===== config.mk =====
export PLATFORM = sky130hd
export DESIGN_NAME = uart_rx_wake
export DESIGN_NICKNAME = d
export VERILOG_FILES = /design/src/uart_rx_wake.v
export VERILOG_INCLUDE_DIRS = /design/src /design/src/src
export SDC_FILE = /design/constraint.sdc
export NUM_CORES = 1
export LEC_CHECK = 0
export ABC_CLOCK_PERIOD_IN_PS = 2600
export BUFFER_PORTS_ARGS = -buffer_cell sky130_fd_sc_hd__buf_2
export CORE_ASPECT_RATIO = 1.5
export CORE_MARGIN = 2
export CORE_UTILIZATION = 56
export DETAILED_ROUTE_END_ITERATION = 12
export HOLD_SLACK_MARGIN = 0.03
export PLACE_DENSITY = 0.86
export SYNTH_ARGS = -nofsm -noshare
export SYNTH_HDL_FRONTEND = slang
export SYNTH_SLANG_ARGS = --single-unit
export TNS_END_PERCENT = 20

===== constraint.sdc =====
create_clock -name aclk -period 2.6 [get_ports aclk]
set_input_delay 0 -clock aclk [delete_from_list [all_inputs] [get_ports aclk]]
set_output_delay 0 -clock aclk [all_outputs]
set_load 0.02 [all_outputs]

===== src/uart_rx_regs.vh =====
// Register offsets, field positions, reset values and timing counts of the serial receiver
`ifndef UART_RX_REGS_VH
`define UART_RX_REGS_VH
// ====================================================
// Register byte offsets
`define OFS_RX_STATUS 8'h00
`define OFS_RX_DATA 8'h04
`define OFS_TX_STATUS 8'h08
`define OFS_BAUD_CTRL 8'h0c
`define OFS_DIV_HIGH 8'h10
`define OFS_DIV_LOW 8'h14
`define OFS_IRQ_CTRL 8'h18
// ====================================================
// Receive status/control fields
`define RS_PORT_EN 7
`define RS_NINE_BIT 6
`define RS_SINGLE_EN 5
`define RS_CONT_EN 4
`define RS_ADDR_EN 3
`define RS_FRAME_ERR 2
`define RS_OVER_ERR 1
`define RS_NINTH 0
// Transmit status/control fields used here
`define TS_SYNC 4
`define TS_HIGH_SPEED 2
// Baud control fields
`define BC_IDLE 6
`define BC_WIDE_DIV 3
`define BC_WAKE 1
// Interrupt control fields
`define IC_ENABLE 0
`define IC_PRIORITY 1
`define IC_GLOBAL 2
`define IC_DONE 3
// ====================================================
// Reset values
`define RST_RX_STATUS 8'h00
`define RST_TX_STATUS 8'h00
`define RST_BAUD_CTRL 8'h00
`define RST_DIV 8'h00
`define RST_IRQ_CTRL 8'h00
// ====================================================
// Baud ticks per bit for each speed setting (x16 sampling base)
`define BT_SLOW 7'h40
`define BT_MID 7'h10
`define BT_FAST 7'h04
// AXI responses
`define RESP_OKAY 2'h0
`define RESP_SLVERR 2'h2
`endif


===== src/uart_rx_wake.v =====
// Asynchronous serial receiver with address filter, auto wake-up and AXI4-Lite registers
`timescale 1ns/1ps
`include "uart_rx_regs.vh"

// Operation
// - Async mode: sync clear, port enabled
// - Divisor registers plus speed bits set rate
// - Nine-bit mode captures nine data bits
// - Address filter bit enables address detection
// - No filter: every character loaded, flagged, except one arriving while done is still set (overrun)
// - Receive only while continuous enable set
// - Done flag; interrupt needs both enables
// - Priority bit picks high or low
// - Status shows errors and ninth bit
// - Clearing continuous enable clears errors
// - Unimplemented bits read as zero
// - Sleep stops baud generator and reception
// - Wake enable at baud control bit 1
// - Wake mode suppresses reception, watches line
// - Falling edge on input is wake event
// - Wake event raises the done flag
// - Data read clears done flag
// - First rising edge clears wake enable
// - Input ticked at 64, 16 or 4 times baud, by speed bits
// - Idle flag low shows reception in progress
module uart_rx_wake (
  input wire aclk,
  input wire aresetn,
  input wire ce,
  input wire sleep_mode,
  input wire serial_input_line,
  input wire [7:0] awaddr,
  input wire awvalid,
  output wire awready,
  input wire [31:0] wdata,
  input wire [3:0] wstrb,
  input wire wvalid,
  output wire wready,
  output reg [1:0] bresp,
  output reg bvalid,
  input wire bready,
  input wire [7:0] araddr,
  input wire arvalid,
  output wire arready,
  output reg [31:0] rdata,
  output reg [1:0] rresp,
  output reg rvalid,
  input wire rready,
  output wire irq_high,
  output wire irq_low
);

  // ====================================================
  // Receiver states, one-hot so each state is one flip-flop
  localparam ST_IDLE = 4'b0001;
  localparam ST_START = 4'b0010;
  localparam ST_DATA = 4'b0100;
  localparam ST_STOP = 4'b1000;

  // Register copies, receiver state and bus capture
  reg [7:0] rx_status_ff;
  reg [7:0] rx_data_ff;
  reg [7:0] tx_status_ff;
  reg [7:0] baud_ctrl_ff;
  reg [7:0] div_high_ff;
  reg [7:0] div_low_ff;
  reg [7:0] irq_ctrl_ff;
  reg done_ff;
  reg wake_seen_ff;
  reg [3:0] state_ff;
  reg [6:0] tick_cnt_ff;
  reg [3:0] bit_cnt_ff;
  reg [8:0] shift_ff;
  reg [15:0] brg_cnt_ff;
  reg sync1_ff;
  reg sync2_ff;
  reg line_prev_ff;
  reg aw_got_ff;
  reg w_got_ff;
  reg [7:0] aw_addr_ff;
  reg [7:0] w_data_ff;
  reg w_lane_ff;
  reg [7:0] rd_mux;
  reg rd_hit;
  reg [6:0] bit_ticks;

  // Field views of the control registers
  wire port_en = rx_status_ff[`RS_PORT_EN];
  wire nine_bit = rx_status_ff[`RS_NINE_BIT];
  wire cont_en = rx_status_ff[`RS_CONT_EN];
  wire addr_en = rx_status_ff[`RS_ADDR_EN];
  wire over_err = rx_status_ff[`RS_OVER_ERR];
  wire sync_mode = tx_status_ff[`TS_SYNC];
  wire high_speed = tx_status_ff[`TS_HIGH_SPEED];
  wire wide_div = baud_ctrl_ff[`BC_WIDE_DIV];
  wire wake_en = baud_ctrl_ff[`BC_WAKE];
  wire line = sync2_ff;
  wire line_fall = line_prev_ff & ~line;
  wire line_rise = ~line_prev_ff & line;
  // Idle flag: high whenever no character is being assembled
  wire rx_idle = state_ff[0];

  // ====================================================
  // Baud generator and mode gating
  // Async receive needs port on and sync off; overrun halts it until cleared
  wire async_on = port_en & ~sync_mode;
  // Wake mode and sleep both hold the receiver idle
  wire rx_allowed = async_on & cont_en & ~over_err & ~wake_en & ~sleep_mode;
  // Narrow divisor ignores the high byte
  wire [15:0] divisor = wide_div ? {div_high_ff, div_low_ff} : {8'h00, div_low_ff};
  wire brg_run = async_on & ~sleep_mode;
  // One tick every divisor plus one clocks
  wire tick = brg_run & (brg_cnt_ff == divisor);

  // Ticks per bit from the speed select pair
  // Limitation: one sample per bit at a fixed point, no majority vote
  always @* begin
    case ({wide_div, high_speed})
      2'b00: bit_ticks = `BT_SLOW;
      2'b11: bit_ticks = `BT_FAST;
      default: bit_ticks = `BT_MID;
    endcase
  end

  wire [6:0] half_ticks = {1'b0, bit_ticks[6:1]};
  // Index of the final data bit for the selected width
  wire [3:0] last_bit = nine_bit ? 4'h8 : 4'h7;
  wire bit_done = tick & (tick_cnt_ff == bit_ticks - 7'h01);
  wire half_done = tick & (tick_cnt_ff == half_ticks - 7'h01);

  // ====================================================
  // AXI4-Lite handshake
  // Address and data may arrive in either order; the commit waits for both
  // One write and one read outstanding, so readies drop while answered
  wire wr_fire = aw_got_ff & w_got_ff & ~bvalid;
  assign awready = ce & ~aw_got_ff & ~bvalid;
  assign wready = ce & ~w_got_ff & ~bvalid;
  assign arready = ce & ~rvalid;
  wire rd_take = arvalid & arready;
  wire wr_low = wr_fire & w_lane_ff;
  // Reading the data register is how software clears the done flag
  wire data_read = rd_take & (araddr == `OFS_RX_DATA);

  // Read multiplexer; bits without storage read as zero
  always @* begin
    rd_mux = 8'h00;
    rd_hit = 1'b1;
    case (araddr)
      `OFS_RX_STATUS: rd_mux = rx_status_ff;
      `OFS_RX_DATA: rd_mux = rx_data_ff;
      `OFS_TX_STATUS: rd_mux = tx_status_ff & 8'h14;
      `OFS_BAUD_CTRL: rd_mux = {1'b0, rx_idle, 6'h00} | (baud_ctrl_ff & 8'h0a);
      `OFS_DIV_HIGH: rd_mux = div_high_ff;
      `OFS_DIV_LOW: rd_mux = div_low_ff;
      `OFS_IRQ_CTRL: rd_mux = {4'h0, done_ff, irq_ctrl_ff[2:0]};
      default: rd_hit = 1'b0;
    endcase
  end

  // Write side collects address and data in either order
  always @(posedge aclk) begin
    if (!aresetn) begin
      aw_got_ff <= 1'b0;
      w_got_ff <= 1'b0;
      aw_addr_ff <= 8'h00;
      w_data_ff <= 8'h00;
      w_lane_ff <= 1'b0;
      bvalid <= 1'b0;
      bresp <= `RESP_OKAY;
    end else if (ce) begin
      if (awvalid & awready) begin
        aw_got_ff <= 1'b1;
        aw_addr_ff <= awaddr;
      end
      if (wvalid & wready) begin
        w_got_ff <= 1'b1;
        w_data_ff <= wdata[7:0];
        w_lane_ff <= wstrb[0];
      end
      if (wr_fire) begin
        aw_got_ff <= 1'b0;
        w_got_ff <= 1'b0;
        bvalid <= 1'b1;
        case (aw_addr_ff)
          `OFS_RX_STATUS, `OFS_TX_STATUS, `OFS_BAUD_CTRL, `OFS_DIV_HIGH, `OFS_DIV_LOW,
          `OFS_IRQ_CTRL, `OFS_RX_DATA: bresp <= `RESP_OKAY;
          default: bresp <= `RESP_SLVERR;
        endcase
      end else if (bvalid & bready) begin
        bvalid <= 1'b0;
      end
    end
  end

  // Read side answers one cycle after the address is taken
  // Read data are registered so they stand unchanged until rready
  always @(posedge aclk) begin
    if (!aresetn) begin
      rvalid <= 1'b0;
      rdata <= 32'h0000_0000;
      rresp <= `RESP_OKAY;
    end else if (ce) begin
      if (rd_take) begin
        rvalid <= 1'b1;
        rdata <= {24'h00_0000, rd_mux};
        rresp <= rd_hit ? `RESP_OKAY : `RESP_SLVERR;
      end else if (rvalid & rready) begin
        rvalid <= 1'b0;
      end
    end
  end

  // ====================================================
  // Input synchroniser and edge history
  // Reset to the idle-high level so leaving reset shows no false edge
  always @(posedge aclk) begin
    if (!aresetn) begin
      sync1_ff <= 1'b1;
      sync2_ff <= 1'b1;
      line_prev_ff <= 1'b1;
    end else if (ce) begin
      sync1_ff <= serial_input_line;
      sync2_ff <= sync1_ff;
      line_prev_ff <= sync2_ff;
    end
  end

  // Baud counter restarts on each tick
  // Held at zero while stopped, so the first tick is a full period away
  always @(posedge aclk) begin
    if (!aresetn) begin
      brg_cnt_ff <= 16'h0000;
    end else if (ce) begin
      if (!brg_run || tick) begin
        brg_cnt_ff <= 16'h0000;
      end else begin
        brg_cnt_ff <= brg_cnt_ff + 16'h0001;
      end
    end
  end

  // ====================================================
  // Character receiver, sampled in ticks of the baud generator
  // Gated by the enable too, so a receiver stopped mid-stop-bit loads nothing
  wire char_end = rx_allowed & (state_ff == ST_STOP) & bit_done;
  wire keep_char = ~(addr_en & nine_bit & ~shift_ff[8]);
  wire overrun = char_end & keep_char & done_ff & ~data_read;
  wire load_char = char_end & keep_char & ~overrun;
  // Wake detection ignores sleep: the synchroniser keeps running
  wire wake_event = wake_en & ~wake_seen_ff & line_fall;
  wire wake_end = wake_en & wake_seen_ff & line_rise;

  always @(posedge aclk) begin
    if (!aresetn) begin
      state_ff <= ST_IDLE;
      tick_cnt_ff <= 7'h00;
      bit_cnt_ff <= 4'h0;
      shift_ff <= 9'h000;
    end else if (ce) begin
      // Dropping the enable abandons a half-received character
      if (!rx_allowed) begin
        state_ff <= ST_IDLE;
      end else begin
        if (tick) begin
          tick_cnt_ff <= tick_cnt_ff + 7'h01;
        end
        case (state_ff)
          ST_IDLE: begin
            tick_cnt_ff <= 7'h00;
            if (line_fall) begin
              state_ff <= ST_START;
            end
          end
          ST_START: begin
            // Mid-bit check rejects short glitches as false starts
            if (half_done) begin
              tick_cnt_ff <= 7'h00;
              bit_cnt_ff <= 4'h0;
              state_ff <= line ? ST_IDLE : ST_DATA;
            end
          end
          ST_DATA: begin
            if (bit_done) begin
              tick_cnt_ff <= 7'h00;
              // Nine-bit mode keeps bit 8; eight-bit mode leaves it zero
              shift_ff <= nine_bit ? {line, shift_ff[8:1]} : {1'b0, line, shift_ff[7:1]};
              bit_cnt_ff <= bit_cnt_ff + 4'h1;
              if (bit_cnt_ff == last_bit) begin
                state_ff <= ST_STOP;
              end
            end
          end
          ST_STOP: begin
            // Stop level is judged at mid-bit, like the data bits
            if (bit_done) begin
              tick_cnt_ff <= 7'h00;
              state_ff <= ST_IDLE;
            end
          end
          default: state_ff <= ST_IDLE;
        endcase
      end
    end
  end

  // ====================================================
  // Register file and flags; hardware sets win over clears
  always @(posedge aclk) begin
    if (!aresetn) begin
      rx_status_ff <= `RST_RX_STATUS;
      rx_data_ff <= 8'h00;
      tx_status_ff <= `RST_TX_STATUS;
      baud_ctrl_ff <= `RST_BAUD_CTRL;
      div_high_ff <= `RST_DIV;
      div_low_ff <= `RST_DIV;
      irq_ctrl_ff <= `RST_IRQ_CTRL;
      done_ff <= 1'b0;
      wake_seen_ff <= 1'b0;
    end else if (ce) begin
      // Only byte lane 0 carries register data
      if (wr_low) begin
        case (aw_addr_ff)
          `OFS_RX_STATUS: begin
            // Error and ninth-bit fields are read-only
            rx_status_ff[7:3] <= w_data_ff[7:3];
          end
          `OFS_TX_STATUS: tx_status_ff <= w_data_ff & 8'h14;
          `OFS_BAUD_CTRL: baud_ctrl_ff <= w_data_ff & 8'h0a;
          `OFS_DIV_HIGH: div_high_ff <= w_data_ff;
          `OFS_DIV_LOW: div_low_ff <= w_data_ff;
          `OFS_IRQ_CTRL: irq_ctrl_ff <= w_data_ff & 8'h07;
          default: ;
        endcase
      end
      // Error flags are held low while continuous receive is off
      if (!cont_en) begin
        rx_status_ff[`RS_FRAME_ERR] <= 1'b0;
        rx_status_ff[`RS_OVER_ERR] <= 1'b0;
      end
      // Overrun halts the receiver until continuous receive is toggled
      if (overrun) begin
        rx_status_ff[`RS_OVER_ERR] <= 1'b1;
      end
      if (load_char) begin
        rx_data_ff <= shift_ff[7:0];
        rx_status_ff[`RS_NINTH] <= shift_ff[8];
        rx_status_ff[`RS_FRAME_ERR] <= ~line;
      end
      // Done flag: read of data clears, new character or wake sets
      // A wake read-out returns whatever character was last loaded
      if (load_char | wake_event) begin
        done_ff <= 1'b1;
      end else if (data_read) begin
        done_ff <= 1'b0;
      end
      // The event arms the end detector, a rising edge disarms it
      if (wake_event) begin
        wake_seen_ff <= 1'b1;
      end else if (wake_end | ~wake_en) begin
        wake_seen_ff <= 1'b0;
      end
      // Hardware ends wake mode on the first rising edge after the event
      if (wake_end) begin
        baud_ctrl_ff[`BC_WAKE] <= 1'b0;
      end
    end
  end

  // ====================================================
  // Interrupt outputs, split by priority
  // Levels, not pulses: they fall when the done flag or an interrupt enable is cleared
  wire irq_pend = done_ff & irq_ctrl_ff[`IC_ENABLE] & irq_ctrl_ff[`IC_GLOBAL];
  assign irq_high = irq_pend & irq_ctrl_ff[`IC_PRIORITY];
  assign irq_low = irq_pend & ~irq_ctrl_ff[`IC_PRIORITY];

endmodule // uart_rx_wake


==> impl_metrics.json <==
{
  "starting_density_of_the_core_pct": 56.8,
  "cts_tree": "done",
  "clk_latency_ps": 420,
  "floorplan.rows": 45,
  "final_setup_violation_count": 0,
  "final_cell_mix": "114 x dfxtp_1, 113 x nor2_1, 101 x nand2_1",
  "gp_congestion": 0.894,
  "drt_pass1_iterations": 5,
  "period_needed_ps": 2440,
  "path_cells": "nor4bb_2 -> nand2_1 -> a32oi_4 -> nand3_4 -> or3_1 -> or3_1 -> a21oi_1",
  "hpwlAfterDp_microns": 9970,
  "asyncSetResetFlopFracSynth_pct": 0,
  "wire_per_inst_microns": 17.4,
  "global_route.usage.met2_pct": 51.3,
  "finalMaxSlewViolations": 0,
  "number_of_levels_the_h_tree_was_split_into": 4,
  "cp_endpoint_kind": "register",
  "io_pins": 105,
  "post_synth_inst_count": 695,
  "io_buffer_count": 51,
  "antenna_left": 0,
  "min_period_over_period_pct": 93.9,
  "layoutNonFillerInstCount": 893,
  "antenna_cells": 0,
  "yosys.area_share.adder_pct": 0.663,
  "startpoint_type_of_the_worst_setup_path": "register",
  "cts-buffers-inserted": 17,
  "grtUsageMet3_pct": 6.78,
  "vias_in_the_first_global_route": 5182,
  "chipHeight_microns": 127,
  "final_layout_size_suffix_gt1_share_pct": 14.4,
  "slowest_stage_cell_on_the_critical_path": "dfxtp_1",
  "detail_route.drc_violations": 0,
  "global_route.usage.total_pct": 28.8,
  "max_cap_violation_count": 0,
  "gr-usage-met1_pct": 30.7,
  "worst-endpoint-arrival_ps": 2780,
  "ys_seq_elements": 115,
  "count_of_flip_flops_with_a_built_in_enable_after_synthesis": 0,
  "placed_cells": 835,
  "synth_xor_xnor_area_share_pct": 6.19,
  "crit_path_start": "div_high_ff[5]",
  "die_x_microns": 86.1,
  "leakagePower_nw": 2.65,
  "detail_route.wirelength_microns": 15600,
  "remaining_global_route_overflow": 0,
  "synthToLayoutAreaGrowth_pct": 21.5,
  "final_nets": 828,
  "grt_antenna_before_repair": 0,
  "muxShareOfSynthArea_pct": 9.26,
  "max-slew-margin-rel_pct": 43.3,
  "worst-slew-pin-transition_ps": 844,
  "synth_top_family_by_area": "simple AND/OR/NAND/NOR gates",
  "grt_first_pass_wirelength_microns": 24800,
  "maxClockFrequency_ghz": 0.410,
  "path_common_cell": "or3_1",
  "synth.cell_area_sq_um": 5660,
  "synth-simple-area-share_pct": 24.6,
  "worst_clock_skew_ps": 9.99,
  "vias": 5335,
  "worstReg2RegStart": "div_high_ff[5]",
  "synth_compound_gate_area_share_pct": 11.6,
  "cpPeakStageDelay_ps": 450,
  "avgSynthCellArea_sq_um": 8.15,
  "core_region_area_sq_um": 9970,
  "most_frequent_standard_cell_in_the_layout_excluding_fill_and_tap_cells": "dfxtp_1",
  "timing_worst_setup_path_type": "reg -> reg",
  "r2r_end": "bit_cnt_ff[3]",
  "hold_path_startpoint": "sleep_mode",
  "drtIter0Drc": 345,
  "crit_fanout": 8,
  "global_route.peak_usage_layer": "met2",
  "ctsRootBufferMaster": "clkbuf_16",
  "die_area_sq_um": 10900,
  "r2r_setup_slack_ps": 160,
  "report.final.hold_viol_count": 0,
  "worstRegToRegCells": 7,
  "seq_area_frac_synth_pct": 40.7,
  "clk_transition_reported_paths_ps": 50,
  "run_status": "finished clean",
  "crit_required_ps": 2940,
  "sink_count": 115,
  "power.density_nw_per_um2": 688,
  "number_of_distinct_library_cells_after_synthesis": 60,
  "timing.critical_path.to": "bit_cnt_ff[3]",
  "synth_ff_type": "dfxtp_1",
  "grt_max_degree": 42,
  "worst_ir_drop_vdd_mv": 0.637,
  "cts_max_path_buffers": 2,
  "setup_total_negative_slack_ps": 0,
  "synth.yosys.warnings": 0,
  "worst_hold_slack_ps": 123,
  "route.detailed.vias_per_inst": 5.97,
  "hold_path.class": "in -> reg"
}
-- cell families after synthesis --
| kind of cell | after synthesis |
|---|---|
| other | 1 |
| adder cells (fa/ha/maj) | 3 |
| XOR/XNOR | 40 |
| AO/OA/AOI/OAI | 106 |
| buffers and inverters | 75 |
| flip-flops | 115 |
| multiplexers | 51 |
| AND/OR/NAND/NOR | 304 |
-- metal layers --
layer	routed length (microns)	vias up	part of all wire [%]
li1	-	2479	-
met1	5730	2530	37
met2	8220	264	53
met3	938	62	6.0
met4	686	0	4.4
met5	0	-	0
-- what timing repair did --
| action | 4_1_cts | 5_1_grt |
|---|---|---|
| hold endpoints to repair | 28 | 0 |
| setup endpoints to repair | 0 | 47 |
| gates resized for setup | 0 | 7 |
| hold buffers | 26 | 0 |
| buffers inserted | 0 | 0 |
-- Yosys cell counts (all sizes together) (5+ instances only) --
cell type  instances  share of area (%)
dfxtp            115                 41
nor2             114                7.6
nand2            101                6.7
mux2i             49                8.7
a21oi             45                4.0
buf               38                4.5
clkbuf            28                1.9
o21ai             24                2.1
xor2              21                3.2
xnor2             19                2.9
nand3             18                1.7
nand4             17                1.9
inv                9               0.60
nor3               8               0.80
a221oi             7                1.1
and3               7               0.77
nand3b             5               0.66
nor3b              5               0.66
-- state kept, by name, indices dropped and copies added (netlist names), 2 cells and up --
| name | cells |
|---|---|
| tx_status_ff | 2 |
| tick_cnt_ff | 7 |
| rdata | 8 |
| aw_addr_ff | 8 |
| shift_ff | 9 |
| div_high_ff | 8 |
| brg_cnt_ff | 16 |
| bit_cnt_ff | 4 |
| rx_data_ff | 8 |
| baud_ctrl_ff | 2 |
| w_data_ff | 8 |
| state_ff | 4 |
| div_low_ff | 8 |
| irq_ctrl_ff | 3 |
| rx_status_ff | 8 |
-- worst min-delay path by stage --
stage | slack [ps] | to | depth (start not counted)
3_3_place_gp | 220 | sync1_ff | 3
4_1_cts | 140 | state_ff[0] | 5
5_1_grt | 160 | state_ff[0] | 5
6_report | 120 | state_ff[0] | 5
2_1_floorplan | 130 | sync1_ff | 2
3_5_place_dp | 240 | sync1_ff | 3
-- power by group --
part           leakage [nW]  internal, W  switching, W
clock                 0.319      0.00185      0.000836
sequential            0.930      0.00178     0.0000265
combinational          1.40    0.0000844      0.000151
total                  2.65      0.00372       0.00101
-- layout make-up --
type,count,area (sq um)
clock buffer,20,457
fill,693,3090
multi-input combinational,530,3100
sequential,115,2300
clock inverter,12,228
timing repair buffer,90,613
inverter,9,33.8
tap,117,146
-- through the flow --
stage | area [sq um] | utilization [%] | setup WS [ps] | power [W]
2_1_floorplan | 5760 | - | 541 | 0.00200
3_3_place_gp | 5890 | 59.1 | 157 | 0.00203
3_5_place_dp | 5890 | 59.1 | 85.5 | 0.00204
4_1_cts | 6840 | 68.6 | 55.2 | 0.00471
5_1_grt | 6880 | 69.0 | -16.3 | 0.00483
6_report | 6880 | 69.0 | 159 | 0.00473
-- worst max-delay path, delay by kind of cell (launching register included) --
kind / cells / cell delay (ps)
AO/OA/AOI/OAI: 2 / 430
AND/OR/NAND/NOR: 5 / 1480
flip-flops: 1 / 450
Power figures use the tool's default switching activity.
